$ cat src/inc/mbr_pkg.sv
// Shared constants, field table and carrier types of the multi-byte register front end.
package mbr_pkg;

    ////////////////////////////////////////////////////////////////////////////////
    // Access widths.
    localparam int ADDR_W = 16;
    localparam int DATA_W = 8;
    localparam int FIELD_MAX_BYTES = 4;

    ////////////////////////////////////////////////////////////////////////////////
    // Field map: byte base addresses of every field.
    localparam logic [15:0] DCO_WORD_BASE = 16'h0010;
    localparam logic [15:0] LOCK_THR_BASE = 16'h0020;
    localparam logic [15:0] PIN_CFG_BASE = 16'h0030;
    localparam logic [15:0] REFIN_CFG_BASE = 16'h0031;
    localparam logic [15:0] OUTDIV_BASE = 16'h0040;
    localparam logic [15:0] OUTDIV_STRIDE = 16'h0008;
    localparam int OUTDIV_INST = 4;

    // Field indices inside the bank.
    localparam int FLD_DCO = 0;
    localparam int FLD_LOCK = 1;
    localparam int FLD_PIN = 2;
    localparam int FLD_REFIN = 3;
    localparam int FLD_OUTDIV0 = 4;
    localparam int FLD_NUM = FLD_OUTDIV0 + OUTDIV_INST;

    // Width in bytes, atomic flag and value after reset of each field.
    localparam int FLD_BYTES [FLD_NUM] = '{4, 2, 1, 1, 2, 2, 2, 2};
    localparam bit FLD_ATOMIC [FLD_NUM] = '{1'b1, 1'b0, 1'b0, 1'b0, 1'b1, 1'b1, 1'b1, 1'b1};
    localparam logic [31:0] PIN_CFG_RST = 32'h0000000c;
    localparam logic [31:0] REFIN_CFG_RST = 32'h00000001;
    localparam logic [31:0] FLD_RESET [FLD_NUM] = '{32'h00000000, 32'h00000000, PIN_CFG_RST,
        REFIN_CFG_RST, 32'h00000001, 32'h00000001, 32'h00000001, 32'h00000001};

    ////////////////////////////////////////////////////////////////////////////////
    // Bit positions inside the pin and reference-input configuration bytes.
    localparam int PIN_OE_SEL_LSB = 0;
    localparam int PIN_POL_BIT = 2;
    localparam int PIN_PU_BIT = 3;
    localparam int PIN_PD_BIT = 4;
    localparam int REFIN_EN_BIT = 0;
    localparam int REFIN_DCB_BIT = 1;
    localparam int REFIN_SEB_BIT = 2;
    localparam logic [1:0] OE_SEL_PIN = 2'h0;

    ////////////////////////////////////////////////////////////////////////////////
    // Carrier types.
    typedef struct packed {
        logic valid;
        logic [15:0] addr;
        logic [7:0] data;
    } mbr_wr_s;

    typedef struct packed {
        logic [1:0] oe_sel;
        logic oe_pol;
        logic pu;
        logic pd;
    } mbr_pin_cfg_s;

    typedef struct packed {
        logic [31:0] dco_word;
        logic [15:0] lock_thresh;
        logic [3:0][15:0] outdiv;
    } mbr_fields_s;

endpackage

$ cat src/core/mbr_field_reg.sv
// One multi-byte register field with lane select and optional atomic staging.
`timescale 1ns/1ps

module mbr_field_reg #(
    parameter logic [15:0] BASE = 16'h0000,
    parameter int NBYTES = 2,
    parameter bit ATOMIC = 1'b0,
    parameter logic [31:0] RESET_VAL = 32'h00000000
) (
    input wire logic clk,
    input wire logic reset_n,
    input mbr_pkg::mbr_wr_s wr,
    output logic hit,
    output logic apply,
    output logic [31:0] value_q
);

    logic [15:0] offset;
    logic [1:0] lane;
    logic msb_write;
    logic [31:0] stage_q;
    logic [31:0] value_d;

    if (NBYTES < 1 || NBYTES > mbr_pkg::FIELD_MAX_BYTES)
    begin : g_bad_width
        $error("mbr_field_reg: NBYTES must be 1 to 4");
    end

    ////////////////////////////////////////////////////////////////////////////////
    // Byte lane is the distance from the field base; byte 0 is the least significant.
    assign offset = wr.addr - BASE;
    assign hit = wr.valid && (wr.addr >= BASE) && (offset < 16'(NBYTES));
    assign lane = offset[1:0];
    assign msb_write = hit && (lane == 2'(NBYTES - 1));
    // An atomic field only moves on its top byte; a plain one moves on every byte.
    assign apply = ATOMIC ? msb_write : hit;

    ////////////////////////////////////////////////////////////////////////////////
    // Lower bytes of an atomic field wait here; reset value keeps a lone top-byte write sane.
    always_ff @(posedge clk)
    begin
        if (!reset_n)
        begin
            stage_q <= RESET_VAL;
        end
        else if (ATOMIC && hit && !msb_write)
        begin
            stage_q[lane * 8 +: 8] <= wr.data;
        end
    end

    ////////////////////////////////////////////////////////////////////////////////
    // Next applied value, bit 0 of each byte at its lowest index.
    always_comb
    begin
        value_d = value_q;
        for (int b = 0; b < mbr_pkg::FIELD_MAX_BYTES; b++)
        begin
            if (b < NBYTES)
            begin
                if (!ATOMIC)
                begin
                    if (hit && lane == 2'(b))
                    begin
                        value_d[b * 8 +: 8] = wr.data;
                    end
                end
                else if (msb_write)
                begin
                    // Whole field lands at once, top byte from the bus, the rest from staging.
                    value_d[b * 8 +: 8] = (b == NBYTES - 1) ? wr.data : stage_q[b * 8 +: 8];
                end
            end
        end
    end

    // Applied value seen by the internal logic.
    always_ff @(posedge clk)
    begin
        if (!reset_n)
        begin
            value_q <= RESET_VAL;
        end
        else
        begin
            value_q <= value_d;
        end
    end

endmodule

$ cat src/core/mbr_pin_ctrl.sv
// Shared enable / chip-select pin: synchroniser, mode decode, output enable and pad pulls.
`timescale 1ns/1ps

module mbr_pin_ctrl (
    input wire logic clk,
    input wire logic reset_n,
    input wire logic shared_pin,
    input wire logic spi_mode_pin,
    input mbr_pkg::mbr_pin_cfg_s cfg,
    output logic spi_mode_q,
    output logic selected_q,
    output logic outputs_enable_q,
    output logic pullup_q,
    output logic pulldown_q
);

    logic pin_meta_q;
    logic pin_sync_q;
    logic mode_meta_q;

    ////////////////////////////////////////////////////////////////////////////////
    // Both pins are asynchronous; the first stage feeds only the second.
    always_ff @(posedge clk)
    begin
        if (!reset_n)
        begin
            pin_meta_q <= 1'b1;
            pin_sync_q <= 1'b1;
            mode_meta_q <= 1'b0;
            spi_mode_q <= 1'b0;
        end
        else
        begin
            pin_meta_q <= shared_pin;
            pin_sync_q <= pin_meta_q;
            mode_meta_q <= spi_mode_pin;
            spi_mode_q <= mode_meta_q;
        end
    end

    ////////////////////////////////////////////////////////////////////////////////
    // Chip select is active low and only means something in serial-peripheral mode.
    always_ff @(posedge clk)
    begin
        if (!reset_n)
        begin
            selected_q <= 1'b0;
        end
        else
        begin
            selected_q <= spi_mode_q && !pin_sync_q;
        end
    end

    // In two-wire mode the pin gates all clock outputs when the source select is zero.
    // Any other source select, or the chip-select role, leaves the outputs enabled here.
    always_ff @(posedge clk)
    begin
        if (!reset_n)
        begin
            outputs_enable_q <= 1'b1;
        end
        else if (!spi_mode_q && cfg.oe_sel == mbr_pkg::OE_SEL_PIN)
        begin
            outputs_enable_q <= (pin_sync_q == cfg.oe_pol);
        end
        else
        begin
            outputs_enable_q <= 1'b1;
        end
    end

    // Pad pulls follow their own fields in two-wire mode; a select pin idles pulled high.
    always_ff @(posedge clk)
    begin
        if (!reset_n)
        begin
            pullup_q <= 1'b1;
            pulldown_q <= 1'b0;
        end
        else if (!spi_mode_q)
        begin
            pullup_q <= cfg.pu;
            pulldown_q <= cfg.pd;
        end
        else
        begin
            pullup_q <= 1'b1;
            pulldown_q <= 1'b0;
        end
    end

endmodule

$ cat src/core/mbr_field_bank.sv
// Register field bank behind the serial port: byte lanes, atomic fields, repeated blocks, pin and input controls.
`timescale 1ns/1ps

module mbr_field_bank (
    input wire logic clk,
    input wire logic reset_n,
    input wire logic spi_mode_pin,
    input wire logic shared_enable_select_pin,
    input wire logic wr_valid,
    input wire logic [15:0] wr_addr,
    input wire logic [7:0] wr_data,
    input wire logic [15:0] rd_addr,
    output logic [7:0] rd_data_q,
    output logic rd_mapped_q,
    output logic wr_miss_q,
    output logic [mbr_pkg::FLD_NUM-1:0] field_applied_q,
    output mbr_pkg::mbr_fields_s fields_q,
    output logic spi_mode_q,
    output logic device_selected_q,
    output logic clock_outputs_enable_q,
    output logic enable_pin_pullup_on_q,
    output logic enable_pin_pulldown_on_q,
    output logic ref_buffer_enable_q,
    output logic differential_ac_bias_on_q,
    output logic single_ended_bias_on_q
);

    ////////////////////////////////////////////////////////////////////////////////
    // Elaboration checks: the field carrier is built for four divider instances.
    if (mbr_pkg::OUTDIV_INST != 4)
    begin : g_bad_inst
        $error("mbr_field_bank: carrier holds exactly four divider instances");
    end

    ////////////////////////////////////////////////////////////////////////////////
    // Field base address by index; divider instances are spaced by the block stride.
    function automatic logic [15:0] fld_base(input int idx);
        logic [15:0] base;
        case (idx)
            mbr_pkg::FLD_DCO: base = mbr_pkg::DCO_WORD_BASE;
            mbr_pkg::FLD_LOCK: base = mbr_pkg::LOCK_THR_BASE;
            mbr_pkg::FLD_PIN: base = mbr_pkg::PIN_CFG_BASE;
            mbr_pkg::FLD_REFIN: base = mbr_pkg::REFIN_CFG_BASE;
            default: base = mbr_pkg::OUTDIV_BASE + 16'(idx - mbr_pkg::FLD_OUTDIV0) * mbr_pkg::OUTDIV_STRIDE;
        endcase
        return base;
    endfunction

    mbr_pkg::mbr_wr_s wr_gated;
    mbr_pkg::mbr_pin_cfg_s pin_cfg;
    logic [31:0] fld_val [mbr_pkg::FLD_NUM];
    logic [mbr_pkg::FLD_NUM-1:0] fld_hit;
    logic [mbr_pkg::FLD_NUM-1:0] fld_apply;
    logic [7:0] rd_data_d;
    logic rd_mapped_d;
    logic [15:0] rd_off;

    ////////////////////////////////////////////////////////////////////////////////
    // Write qualification: in serial-peripheral mode the select must already be seen low.
    // The select passes a synchroniser, so the serial engine must hold it a few cycles ahead.
    always_comb
    begin
        wr_gated.valid = wr_valid && (!spi_mode_q || device_selected_q);
        wr_gated.addr = wr_addr;
        wr_gated.data = wr_data;
    end

    ////////////////////////////////////////////////////////////////////////////////
    // One field register per entry of the table.
    for (genvar i = 0; i < mbr_pkg::FLD_NUM; i++)
    begin : g_field
        mbr_field_reg #(
            .BASE(fld_base(i)),
            .NBYTES(mbr_pkg::FLD_BYTES[i]),
            .ATOMIC(mbr_pkg::FLD_ATOMIC[i]),
            .RESET_VAL(mbr_pkg::FLD_RESET[i])
        ) u_field (
            .clk(clk),
            .reset_n(reset_n),
            .wr(wr_gated),
            .hit(fld_hit[i]),
            .apply(fld_apply[i]),
            .value_q(fld_val[i])
        );
    end

    ////////////////////////////////////////////////////////////////////////////////
    // Applied fields as seen by the internal configuration logic.
    assign fields_q.dco_word = fld_val[mbr_pkg::FLD_DCO];
    assign fields_q.lock_thresh = fld_val[mbr_pkg::FLD_LOCK][15:0];
    for (genvar k = 0; k < mbr_pkg::OUTDIV_INST; k++)
    begin : g_outdiv
        assign fields_q.outdiv[k] = fld_val[mbr_pkg::FLD_OUTDIV0 + k][15:0];
    end

    // Pin configuration fields unpacked from their byte.
    assign pin_cfg.oe_sel = fld_val[mbr_pkg::FLD_PIN][mbr_pkg::PIN_OE_SEL_LSB +: 2];
    assign pin_cfg.oe_pol = fld_val[mbr_pkg::FLD_PIN][mbr_pkg::PIN_POL_BIT];
    assign pin_cfg.pu = fld_val[mbr_pkg::FLD_PIN][mbr_pkg::PIN_PU_BIT];
    assign pin_cfg.pd = fld_val[mbr_pkg::FLD_PIN][mbr_pkg::PIN_PD_BIT];

    ////////////////////////////////////////////////////////////////////////////////
    // Shared pin handling.
    mbr_pin_ctrl u_pin (
        .clk(clk),
        .reset_n(reset_n),
        .shared_pin(shared_enable_select_pin),
        .spi_mode_pin(spi_mode_pin),
        .cfg(pin_cfg),
        .spi_mode_q(spi_mode_q),
        .selected_q(device_selected_q),
        .outputs_enable_q(clock_outputs_enable_q),
        .pullup_q(enable_pin_pullup_on_q),
        .pulldown_q(enable_pin_pulldown_on_q)
    );

    ////////////////////////////////////////////////////////////////////////////////
    // Reference input buffer; biasing is dropped while the buffer is off to save power.
    always_ff @(posedge clk)
    begin
        if (!reset_n)
        begin
            ref_buffer_enable_q <= mbr_pkg::REFIN_CFG_RST[mbr_pkg::REFIN_EN_BIT];
            differential_ac_bias_on_q <= mbr_pkg::REFIN_CFG_RST[mbr_pkg::REFIN_DCB_BIT];
            single_ended_bias_on_q <= mbr_pkg::REFIN_CFG_RST[mbr_pkg::REFIN_SEB_BIT];
        end
        else
        begin
            ref_buffer_enable_q <= fld_val[mbr_pkg::FLD_REFIN][mbr_pkg::REFIN_EN_BIT];
            differential_ac_bias_on_q <= fld_val[mbr_pkg::FLD_REFIN][mbr_pkg::REFIN_EN_BIT] &&
                fld_val[mbr_pkg::FLD_REFIN][mbr_pkg::REFIN_DCB_BIT];
            single_ended_bias_on_q <= fld_val[mbr_pkg::FLD_REFIN][mbr_pkg::REFIN_EN_BIT] &&
                fld_val[mbr_pkg::FLD_REFIN][mbr_pkg::REFIN_SEB_BIT];
        end
    end

    ////////////////////////////////////////////////////////////////////////////////
    // Apply strobes and unmapped-write flag, one cycle each, aligned with the new values.
    always_ff @(posedge clk)
    begin
        if (!reset_n)
        begin
            field_applied_q <= '0;
            wr_miss_q <= 1'b0;
        end
        else
        begin
            field_applied_q <= fld_apply;
            wr_miss_q <= wr_gated.valid && (fld_hit == '0);
        end
    end

    ////////////////////////////////////////////////////////////////////////////////
    // Read back of applied values; staged atomic bytes are not visible until applied.
    always_comb
    begin
        rd_data_d = 8'h00;
        rd_mapped_d = 1'b0;
        rd_off = 16'h0000;
        for (int i = 0; i < mbr_pkg::FLD_NUM; i++)
        begin
            rd_off = rd_addr - fld_base(i);
            if (rd_addr >= fld_base(i) && rd_off < 16'(mbr_pkg::FLD_BYTES[i]))
            begin
                rd_data_d = fld_val[i][rd_off[1:0] * 8 +: 8];
                rd_mapped_d = 1'b1;
            end
        end
    end

    // Read data register; unmapped addresses read zero.
    always_ff @(posedge clk)
    begin
        if (!reset_n)
        begin
            rd_data_q <= 8'h00;
            rd_mapped_q <= 1'b0;
        end
        else
        begin
            rd_data_q <= rd_data_d;
            rd_mapped_q <= rd_mapped_d;
        end
    end

endmodule

$ cat config.mk
export PLATFORM = sky130hd
export DESIGN_NAME = mbr_field_bank
export DESIGN_NICKNAME = d
export VERILOG_FILES = /design/src/inc/mbr_pkg.sv /design/src/core/mbr_field_reg.sv /design/src/core/mbr_pin_ctrl.sv /design/src/core/mbr_field_bank.sv
export SDC_FILE = /design/constraint.sdc
export NUM_CORES = 1
export LEC_CHECK = 0
export BUFFER_PORTS_ARGS = -buffer_cell sky130_fd_sc_hd__clkbuf_2
export CAP_MARGIN = 20
export CORE_MARGIN = 1.5
export CORE_UTILIZATION = 35
export CTS_CLUSTER_SIZE = 25
export DETAILED_ROUTE_END_ITERATION = 16
export PLACE_DENSITY = 0.57
export SLEW_MARGIN = 25
export SYNTH_ARGS = -nofsm -noshare
export SYNTH_HDL_FRONTEND = slang
export SYNTH_SLANG_ARGS = --single-unit
$ cat constraint.sdc
create_clock -name clk -period 10.2 [get_ports clk]
set_input_delay 2.04 -clock clk [delete_from_list [all_inputs] [get_ports clk]]
set_output_delay 2.04 -clock clk [all_outputs]
set_load 0.05 [all_outputs]
==> metrics.md <==
| Metric | Value |
|---|---|
| RSZ-0062 raised after global routing | `false` |
| Clock-pin slew on the worst setup and hold paths | `0.06 ns` |
| Fmax | `205 MHz` |
| Critical hold path startpoint | `u_pin.pin_meta_q` |
| H-tree Lvls | `1` |
| CTS resizes | `0` |
| Final worst-path cycle share | `0.478` |
| Drt drc | `0` |
| Final setup viols | `0` |
| Worst R2R Setup Slack | `7.09 ns` |
| Routed Antenna Nets | `0` |
| First-pass GRT wire length | `58500 um` |
| Worst EP arrival | `5.25 ns` |
| Initial antenna violation count | `0` |
| MaxCap Viol Count | `0` |
| Worst setup path class | `in -> reg` |
| Hold Crit Class | `reg -> reg` |
| Slew Limit Fails | `0` |
| Asr flop ratio synth | `0` |
| Hold Vio Cnt, Final | `0` |
| Post-Synth Simple-Gate Area | `0.204` |
| Worst-Skew Late Latency | `0.52 ns` |
| Vias in the first global route | `9236` |
| Root Buffer | `clkbuf_16` |
| CTS tree | `built` |
| Top post-synthesis cells by area | `dfxtp_1 36%, mux2i_1 13%, buf_4 7.2%` |
| I/O Buffers | `182` |
| Yosys reg bits | `213` |
| Post-synthesis compound-gate area fraction | `0.102` |
| Drt first pass iters | `7` |
| Max Clock Skew | `0.0114 ns` |
| Largest area contributor in the synthesized netlist | `dfxtp_1` |
| Core ar. | `33500 um2` |
| Largest net degree at the start of global routing | `93` |
| Status | `complete, no violations` |
| Hold path endpoint | `u_pin.pin_sync_q` |
| Worst-Margin Slew | `1.10 ns` |
| Post-synth top area share | `0.358` |
| Post-synthesis adder-cell area fraction | `0.0252` |
| Worst reg-to-reg path cell count | `7` |
| # clock sinks | `213` |
| Reg-to-reg critical path startpoint | `u_pin.spi_mode_q` |
| Design Power | `0.00186 W` |
| Layout cells sized above 1 | `0.213` |
| GR Util All Layers | `0.213` |
| Post-DP HPWL | `27400 um` |
| GR Overflow Total | `0` |
| Io pins | `183` |
| Post-synthesis sequential area ratio | `0.358` |
| Post-Place Cells | `1764` |
| Ratio of total power to cell area | `143 nW/um2` |
| Initial cell density of the core | `0.356` |
| Top_reg_cell synth | `dfxtp_1` |
| Die W | `188 um` |
| Syn Std Cell Area | `11900 um2` |
| Die height | `188 um` |
| WHS Path Cells | `1` |
| Synthesized instance count | `1339` |
| Postcts setup bufs | `0` |
| Vias | `9941` |
| Final Non-Filler Cells | `1808` |
| Setup crit end kind | `register` |
| Total CTS buffers | `24` |
| Vias/cell | `5.50` |
| Min setup slack post-route | `5.33 ns` |
| Nets | `1411` |
| Initial drt markers | `862` |
| EDFF count, synth | `0` |
| Pre-CTS WS | `4.58 ns` |
| Num rows | `67` |
| RePlAce Congestion | `0.916` |
| Distinct cells, synth | `82` |
| Synthesized Nets | `1408` |
| XOR/XNOR Fraction of Synth Area | `0.0191` |
| Crit Path Max Fanout | `22` |
| # hold bufs at CTS | `0` |
| Final WL | `38900 um` |
| Worst VDD drop | `0.137 mV` |
| Worst-case clock buffer depth | `3` |
| Mux cell area share after synthesis | `0.173` |
| Synth Area per Inst | `8.91 um2` |
| TNS Setup | `0 ns` |
| Wire per inst | `21.5 um` |
| Ant diodes | `0` |
| Area Growth Syn to Fin | `9.15%` |
| Yosys warnings | `0` |
| Main combinational cell family by area after synthesis | `simple AND/OR/NAND/NOR gates` |
| Post-layout util | `0.388` |
| Worst endpoint required time | `10.57 ns` |
| Leakage | `5.54 nW` |
| RR Endpoint | `g_field[0].u_field.stage_q[2]` |
| Fin crit period | `4.87 ns` |
| Die ar. | `35200 um2` |
| Worst Setup Start Kind | `primary input` |
| Relative slew slack | `0.264` |
flip-flops by register name, indices dropped and copies added (netlist names):
signal,count
g_field.u_field.value_q,128
u_pin.mode_meta_q,1
rd_mapped_q,1
wr_miss_q,1
u_pin.pin_meta_q,1
u_pin.spi_mode_q,1
g_field.u_field.stage_q,56
field_applied_q,8
ref_buffer_enable_q,1
u_pin.outputs_enable_q,1
single_ended_bias_on_q,1
u_pin.pullup_q,1
u_pin.selected_q,1
differential_ac_bias_on_q,1
u_pin.pulldown_q,1
rd_data_q,8
u_pin.pin_sync_q,1
how the worst max path moves through the flow:
stage	start	endpoint	slack, ns	cells after the start
2_1_floorplan	rd_addr[0]	rd_data_q[0]	5.40	11
3_3_place_gp	rd_addr[0]	rd_data_q[1]	4.60	11
3_5_place_dp	rd_addr[0]	rd_data_q[1]	4.58	11
4_1_cts	rd_addr[0]	rd_data_q[1]	5.09	11
5_1_grt	wr_addr[5]	g_field[6].u_field.value_q[1]	5.16	9
6_report	wr_addr[7]	g_field[4].u_field.value_q[8]	5.33	8
critical path, cell delays in order:
cell and delay [ns]:
clkbuf_2 0.31, or3_1 0.54, o41ai_2 0.30, o21ai_1 0.16
nor4_1 0.56, nand2_1 0.84, mux2i_1 0.42, nor2_1 0.07
stage by stage:
stage | hold WS, ns | instance area, um2
3_5_place_dp | 0.400 | 12200
5_1_grt | 0.424 | 13000
3_3_place_gp | 0.394 | 12100
4_1_cts | 0.419 | 13000
2_1_floorplan | 0.386 | 11900
6_report | 0.415 | 13000
layer usage:
layer | part of all wire | vias to the layer above | GRT usage
li1 | - | 4650 | -
met1 | 0.44 | 4870 | 0.286
met2 | 0.48 | 357 | 0.356
met3 | 0.069 | 64 | 0.0376
met4 | 0.020 | 0 | 0.0474
met5 | 0 | - | 0
kinds of logic (layout without fill, tap and decap cells):
kind of cell / count (synthesis) / count (layout)
compound gates: 173 / 173
xor+xnor: 26 / 26
fa+ha+maj: 24 / 24
buf+inv: 232 / 253
flops: 213 / 213
mux: 193 / 193
simple gates: 478 / 478
synth_stat cells, types with 11 or more instances:
cell and count:
nor2b_1 11, inv_1 17, and3_1 20, mux2i_1 160, and2_1 14, clkbuf_1 61, nand4_1 22, nor2_1 184
dfxtp_1 213, a21oi_1 39, o221ai_1 12, buf_2 15, o21ai_0 34, nand3_1 46, buf_4 115, xnor2_1 19
ha_1 24, nand2b_1 24, mux2_2 25, nor4_1 26, nand2_1 58, nor3_1 15
cell usage in the layout, fill, tap and decap left out, types with 20 or more instances in the layout:
cell type and count:
nand3_1 46, clkbuf_2 181, mux2_2 25, and3_1 20
o21ai_0 34, nor4_1 25, nand2b_1 24, nor2_1 184
a21oi_1 39, dfxtp_1 213, mux2i_1 160, nand2_1 58
clkbuf_16 25, nand4_1 22, ha_1 24
layout make-up:
| class | instances | area [um2] |
|---|---|---|
| clock buffer | 32 | 682 |
| timing repair buffer | 190 | 978 |
| clock inverter | 12 | 124 |
| inverter | 19 | 73.8 |
| sequential | 213 | 4260 |
| fill | 3461 | 20500 |
| multi-input combinational | 894 | 6330 |
| tap | 448 | 561 |
where the power goes:
group          internal (W)  total [W]  switching, W
sequential         0.000833   0.000834    0.00000111
combinational     0.0000416   0.000150      0.000108
clock              0.000523   0.000881      0.000358
total               0.00140    0.00186      0.000467
No activity file was read; power rests on OpenSTA's default activity.
